**config.mk**
```make
export PLATFORM = sky130hd
export DESIGN_NAME = cssp_port
export DESIGN_NICKNAME = d
export VERILOG_FILES = /design/src/hdl/cssp_pkg.sv /design/src/hdl/cssp_port.sv /design/src/hdl/cssp_edge.sv
export VERILOG_INCLUDE_DIRS = /design/src /design/src/hdl
export SDC_FILE = /design/constraint.sdc
export NUM_CORES = 1
export LEC_CHECK = 0
export BUFFER_PORTS_ARGS = -buffer_cell sky130_fd_sc_hd__buf_2
export CELL_PAD_IN_SITES_DETAIL_PLACEMENT = 1
export CELL_PAD_IN_SITES_GLOBAL_PLACEMENT = 2
export CORE_ASPECT_RATIO = 0.5
export CORE_MARGIN = 3
export CORE_UTILIZATION = 33
export DETAILED_ROUTE_END_ITERATION = 10
export PLACE_DENSITY_LB_ADDON = 0.15
export SKIP_CTS_REPAIR_TIMING = 1
export SYNTH_ARGS = -nofsm -noshare
export SYNTH_HDL_FRONTEND = slang
export SYNTH_SLANG_ARGS = --single-unit
```
**constraint.sdc**
```tcl
create_clock -name i_ref_clk -period 2.2 [get_ports i_ref_clk]
set_input_delay 0 -clock i_ref_clk [delete_from_list [all_inputs] [get_ports i_ref_clk]]
set_output_delay 0 -clock i_ref_clk [all_outputs]
set_load 0.02 [all_outputs]
```
**src/hdl/cssp_params.svh**
```systemverilog
// Constants for the clocked serial shift port
`ifndef CSSP_PARAMS_SVH
`define CSSP_PARAMS_SVH
`define CSSP_BITS        8
`define CSSP_CNT_W       4
`define CSSP_CS_W        2
`define CSSP_CS_SLAVE    2'h0
`define CSSP_CS_DIV4     2'h1
`define CSSP_CS_DIV2     2'h2
`define CSSP_CS_DIV1     2'h3
`define CSSP_CS_RESET    2'h0
`define CSSP_SEN_RESET   1'h0
`define CSSP_DIV_W       3
`define CSSP_DIV1_HALF   3'h1
`define CSSP_DIV2_HALF   3'h2
`define CSSP_DIV4_HALF   3'h4
`endif

```
**src/hdl/cssp_pkg.sv**
```systemverilog
// Types for the clocked serial shift port
package cssp_pkg;
    typedef enum logic [1:0] {
        CSSP_IDLE,
        CSSP_RUN
    } cssp_state_t;
endpackage

```
**src/hdl/cssp_port.sv**
```systemverilog
// Clocked serial shift port: 8-bit shift register with master/slave clocking
// Functional notes
// - One 8-bit register shifts out and in
// - Two-bit field selects clock or slave
// - Master drives shift clock; slave takes it
// - Reset selects slave mode
// - Master stops after eight clocks, high
// - Slave ignores edges after eight clocks
// - Trigger write starts a transfer
// - Serial output changes on falling edge
// - Sample edge bit picks capture edge
// - Eight counted clocks end, flag, interrupt
// - Flag sets regardless of mask
// - Received byte readable as two halves
// - Bit order fixed at build time
// - Optional active-low ready in slave mode
// - Ready falls on trigger, rises first low
// - Upper half access forces ready high
// - Trigger write-only, reads zero
// - Reset sample edge is rising
`timescale 1ns/1ps
`include "cssp_params.svh"
module cssp_port #(
    parameter bit LSB_FIRST   = 1'b1,
    parameter bit READY_USED  = 1'b1
) (
    // Clock and reset
    input  wire logic       i_ref_clk,
    input  wire logic       i_rst_n,
    // Configuration
    input  wire logic       i_clock_select_lo,
    input  wire logic       i_clock_select_hi,
    input  wire logic       i_cfg_we,
    input  wire logic       i_sample_edge_select,
    input  wire logic       i_transfer_done_mask,
    // Software strobes
    input  wire logic       i_transfer_trigger,
    input  wire logic       i_data_lo_we,
    input  wire logic       i_data_hi_we,
    input  wire logic       i_data_hi_rd,
    input  wire logic [3:0] i_wdata,
    input  wire logic       i_flag_clear,
    // Serial pins
    input  wire logic       i_serial_in_pin,
    input  wire logic       i_shift_clk_in,
    output logic            o_shift_clk_out,
    output logic            o_shift_clk_oe,
    output logic            o_serial_out_pin,
    output logic            o_slave_ready_n,
    // Status
    output logic [3:0]      o_shift_data_lower,
    output logic [3:0]      o_shift_data_upper,
    output logic [1:0]      o_clock_select,
    output logic            o_sample_edge_select,
    output logic            o_transfer_trigger,
    output logic            o_busy,
    output logic            o_transfer_done_flag,
    output logic            o_irq
);
    localparam int NB = `CSSP_BITS;

    typedef struct packed {
        cssp_pkg::cssp_state_t            st;
        logic [NB-1:0]                    sr;
        logic [`CSSP_CNT_W-1:0]           cnt;
        logic [`CSSP_DIV_W-1:0]           div;
        logic [`CSSP_CS_W-1:0]            cs;
        logic                             sample_edge_select;
        logic                             sclk;
        logic                             serial_out_pin;
        logic                             oe;
        logic                             rdy_n;
        logic                             flag;
        logic                             irq;
    } cssp_regs_t;

    cssp_regs_t r_q;
    cssp_regs_t r_d;
    logic       ext_rise;
    logic       ext_fall;
    logic       int_rise;
    logic       int_fall;
    logic       sh_rise;
    logic       sh_fall;
    logic       cap;
    logic       master;
    logic       done;
    logic [`CSSP_DIV_W-1:0] half;

    // External clock edge finder
    cssp_edge u_edge (
        .i_ref_clk (i_ref_clk),
        .i_rst_n   (i_rst_n),
        .i_level   (i_shift_clk_in),
        .o_rise    (ext_rise),
        .o_fall    (ext_fall)
    );

    // Half-period of the internal shift clock
    always_comb begin
        case (r_q.cs)
            `CSSP_CS_DIV1: half = `CSSP_DIV1_HALF;
            `CSSP_CS_DIV2: half = `CSSP_DIV2_HALF;
            default:       half = `CSSP_DIV4_HALF;
        endcase
    end

    assign master = (r_q.cs != `CSSP_CS_SLAVE);

    always_comb begin
        int_fall = 1'b0;
        int_rise = 1'b0;
        if (r_q.st == cssp_pkg::CSSP_RUN && master && r_q.div == half - `CSSP_DIV_W'(1)) begin
            int_fall = r_q.sclk;
            int_rise = ~r_q.sclk;
        end
    end

    assign sh_fall = (r_q.st == cssp_pkg::CSSP_RUN) & (master ? int_fall : ext_fall);
    assign sh_rise = (r_q.st == cssp_pkg::CSSP_RUN) & (master ? int_rise : ext_rise);
    assign cap     = r_q.sample_edge_select ? sh_fall : sh_rise;
    assign done    = sh_rise && r_q.cnt == `CSSP_CNT_W'(NB - 1);

    // Next-state logic
    always_comb begin
        r_d = r_q;
        if (i_cfg_we && r_q.st == cssp_pkg::CSSP_IDLE) begin
            r_d.cs  = {i_clock_select_hi, i_clock_select_lo};
            r_d.sample_edge_select = i_sample_edge_select;
        end
        if (i_data_lo_we) begin
            r_d.sr[3:0] = i_wdata;
        end
        if (i_data_hi_we) begin
            r_d.sr[7:4] = i_wdata;
        end
        case (r_q.st)
            cssp_pkg::CSSP_IDLE: begin
                if (i_transfer_trigger) begin
                    r_d.st  = cssp_pkg::CSSP_RUN;
                    r_d.cnt = '0;
                    r_d.div = '0;
                    r_d.sclk = 1'b1;
                    r_d.rdy_n = ~(READY_USED && !master);
                end
            end
            cssp_pkg::CSSP_RUN: begin
                if (master) begin
                    r_d.div = (r_q.div == half - `CSSP_DIV_W'(1)) ? '0 : r_q.div + `CSSP_DIV_W'(1);
                    if (int_fall || int_rise) begin
                        r_d.sclk = ~r_q.sclk;
                    end
                end
                if (sh_fall) begin
                    r_d.serial_out_pin = LSB_FIRST ? r_q.sr[0] : r_q.sr[NB-1];
                    r_d.rdy_n = 1'b1;
                end
                if (cap) begin
                    r_d.sr = LSB_FIRST ? {i_serial_in_pin, r_q.sr[NB-1:1]}
                                       : {r_q.sr[NB-2:0], i_serial_in_pin};
                end
                if (sh_rise) begin
                    r_d.cnt = r_q.cnt + `CSSP_CNT_W'(1);
                end
                if (done) begin
                    r_d.st   = cssp_pkg::CSSP_IDLE;
                    r_d.sclk = 1'b1;
                end
            end
            default: r_d.st = cssp_pkg::CSSP_IDLE;
        endcase
        if (i_data_hi_we || i_data_hi_rd) begin
            r_d.rdy_n = 1'b1;
        end
        r_d.oe = master;
        if (i_flag_clear) begin
            r_d.flag = 1'b0;
        end
        if (done) begin
            r_d.flag = 1'b1;
        end
        r_d.irq = r_d.flag & i_transfer_done_mask;
    end

    // State register
    always_ff @(posedge i_ref_clk or negedge i_rst_n) begin
        if (!i_rst_n) begin
            r_q       <= '0;
            r_q.st    <= cssp_pkg::CSSP_IDLE;
            r_q.cs    <= `CSSP_CS_RESET;
            r_q.sample_edge_select   <= `CSSP_SEN_RESET;
            r_q.sclk  <= 1'b1;
            r_q.serial_out_pin  <= 1'b1;
            r_q.rdy_n <= 1'b1;
        end else begin
            r_q <= r_d;
        end
    end

    // Outputs straight from state
    assign o_shift_clk_out      = r_q.sclk;
    assign o_shift_clk_oe       = r_q.oe;
    assign o_serial_out_pin     = r_q.serial_out_pin;
    assign o_slave_ready_n      = r_q.rdy_n;
    assign o_shift_data_lower   = r_q.sr[3:0];
    assign o_shift_data_upper   = r_q.sr[7:4];
    assign o_clock_select       = r_q.cs;
    assign o_sample_edge_select = r_q.sample_edge_select;
    assign o_transfer_trigger   = 1'b0;
    assign o_busy               = (r_q.st == cssp_pkg::CSSP_RUN);
    assign o_transfer_done_flag = r_q.flag;
    assign o_irq                = r_q.irq;
endmodule // cssp_port

```
**src/hdl/cssp_edge.sv**
```systemverilog
// Edge detector for the external shift clock input
`timescale 1ns/1ps
`include "cssp_params.svh"
module cssp_edge (
    // Clock and reset
    input  wire logic i_ref_clk,
    input  wire logic i_rst_n,
    // Sampled level
    input  wire logic i_level,
    // Edge pulses
    output logic      o_rise,
    output logic      o_fall
);
    logic prev_q;

    // Level history, idle high
    always_ff @(posedge i_ref_clk or negedge i_rst_n) begin
        if (!i_rst_n) begin
            prev_q <= 1'h1;
        end else begin
            prev_q <= i_level;
        end
    end

    // Edge decode
    assign o_rise = i_level & ~prev_q;
    assign o_fall = ~i_level & prev_q;
endmodule // cssp_edge

```
==> results.md <==
- Final setup vio count: 0
- Final #Nets: 192
- Final min period: 2030 ps
- Largest net degree at the start of global routing: 27
- Hold_sp: i_data_hi_we
- Yosys reg bits: 26
- Drt pass-1 iters: 2
- I/O Buffers: 35
- Synthesized Nets: 152
- Fmax: 493 MHz
- Die Wd: 101 um
- DR iter-0 viols: 22
- Clk root buf: clkbuf_8
- Critical-path maximum fanout: 8
- Worst-margin pin slew: 635 ps
- First-pass GRT wire length: 5520 um
- RSZ-0062 raised after global routing: false
- H-tree Lvls: 1
- Row count: 16
- Worst-skew pair later-pin latency: 280 ps
- Core Area: 4120 um^2
- Post-DP HPWL: 2420 um
- Layout area overhead: 21.6%
- GRT Util Overall: 13.3%
- Setup Total Neg Slack: 0 ps
- Reg2reg setup slack: 170 ps
- CTS tree: built
- Final WL: 3300 um
- Antenna diode count: 0
- Outcome: complete, no violations
- Yosys warnings: 0
- Mapped Area: 1500 um^2
- Placed Cells: 211
- Reg2Reg Depth: 4
- Wirelength per Cell: 14.6 um
- Vias per cell: 4.94
- CTS Buf Count: 3
- Setup crit start kind: flip-flop
- Async S/R FF share, synth: 100%
- Slew Viols, Final: 0
- Overflow after GRT: 0
- Fin cells: 225
- Fillers: 463
- Count leader, synth: dfrtp_1
- Sinks on Clock Net: 26
- Leakage Power: 0.856 nW
- Leading area contributor after synthesis: dfrtp_1
- Util after Layout: 44.3%
- Req. time, crit path: 2360 ps
- Post-synth top area share: 36.6%
- WS Path Type: reg2reg
- Clock skew: 8.39 ps
- Max-cap viol count: 0
- P per Cell Area: 1110 nW/um^2
- Min-Delay Path Class: in2reg
- I/O pin total: 37
- Worst vdd ir: 0.375 mV
- Die H: 53.7 um
- Antenna viol nets, final: 0
- Detailed-route via count: 1111
- Top cells by area, synth: dfrtp_1, mux2_2, dfstp_2
- Final Hold Viols: 0
- DR DRC count: 0
- Hold EP: o_slave_ready_n
- Clock buffer depth: 2
- Critical Path AT: 2190 ps
- Vias in the first global route: 1159
- Critical path capture point type: flip-flop
- Netlist cell types: 42
- Die ar.: 5450 um^2
- Antenna violations before repair: 0
- Clock transition at path regs: 100 ps
- Syn avg cell area: 11.4 um^2
- WHS: 38.7 ps
- Seq/Total Area, Yosys: 43.6%
- RD Place Congestion: 0.667
- Hold depth: 3
- Initial core utilization: 36.4%
- Pwr Total: 2.03 mW
- Layout cells sized above 1: 43.9%
- Top_reg_cell synth: dfrtp_1
- Post-synth top cells: dfrtp_1, mux2_2, nand2_1
- Reg2reg start: o_shift_clk_out
- Period utilization: 92.2%
- Reg2reg end: o_shift_data_upper[2]
- Cell count after synthesis: 132
- Max_slew headroom: 57.7%
- EDFF count, synth: 0
-- sequential cells by signal (all words and copies together), names as in the netlist --
| register | flops |
|---|---|
| r_q | 8 |
| o_shift_data_lower | 4 |
| o_shift_data_upper | 4 |
| o_clock_select | 2 |
| o_irq | 1 |
| o_sample_edge_select | 1 |
| o_serial_out_pin | 1 |
| o_shift_clk_oe | 1 |
| o_shift_clk_out | 1 |
| o_slave_ready_n | 1 |
| o_transfer_done_flag | 1 |
| u_edge.prev_q | 1 |
-- cells in the final DEF (no fill, tap or decap), drive strengths merged, types with 2 or more instances in the layout --
| master | instances |
|---|---|
| inv | 5 |
| clkbuf | 4 |
| dfstp | 4 |
| buf | 41 |
| dfrtp | 22 |
| nor4b | 2 |
| nor2 | 3 |
| ha | 2 |
| mux2 | 20 |
| nor2b | 2 |
| nand2 | 13 |
| nand2b | 5 |
| o32ai | 3 |
| o211ai | 3 |
| a21oi | 3 |
| o21ai | 5 |
| dlygate4sd3 | 10 |
| mux2i | 4 |
-- cell families after synthesis --
logic type,after synthesis,synth area share [%]
simple gates,34,13.2
flops,26,43.6
mux,24,17.9
compound gates,23,13.6
buf+inv,21,9.16
fa+ha+maj,2,1.67
other cells,1,0.250
xor+xnor,1,0.583
-- critical path, stage by stage, from the launching register on --
cell and delay (ps):
dfstp_2 640, or4bb_1 510, o32ai_2 190, o221ai_4 240, mux2_4 340
-- per-stage QoR --
step	cell area, um^2	setup slack, ps
after global routing	1830	42.0
after CTS	1730	154
after floorplan	1500	227
after global placement	1670	210
after detailed placement	1670	175
final	1830	171
-- metal layers --
metal	track usage, %	vias up	routed length, um
li1	-	533	-
met1	18.4	556	1680
met2	20.9	20	1470
met3	3.88	2	134
met4	2.65	0	15
met5	0	-	0
-- final cells by class --
class,instances,area [um^2],area share (%)
Multi-Input combinational cell,85,709,38.8
Sequential cell,26,656,35.9
Timing Repair Buffer,51,320,17.5
Tap cell,54,67.6,3.70
Clock buffer,4,55.1,3.01
Inverter,5,18.8,1.03
-- worst max-delay path by stage --
stage                          startpoint               endpoint  slack [ps]  cells past startpoint
after floorplan           o_shift_clk_out  o_shift_data_upper[2]         230                      4
after global placement    o_shift_clk_out  o_shift_data_upper[2]         210                      4
after detailed placement  o_shift_clk_out  o_shift_data_upper[2]         180                      4
after CTS                 o_shift_clk_out  o_shift_data_upper[2]         150                      4
after global routing      o_shift_clk_out  o_shift_data_upper[2]          40                      4
final                     o_shift_clk_out  o_shift_data_upper[2]         170                      4
-- report_power, final --
| part | switching, mW | internal (mW) | total (mW) |
|---|---|---|---|
| combinational | 0.461 | 0.435 | 0.896 |
| clock | 0.159 | 0.160 | 0.319 |
| sequential | 0.165 | 0.650 | 0.815 |
(Power assumes the default switching activity.)
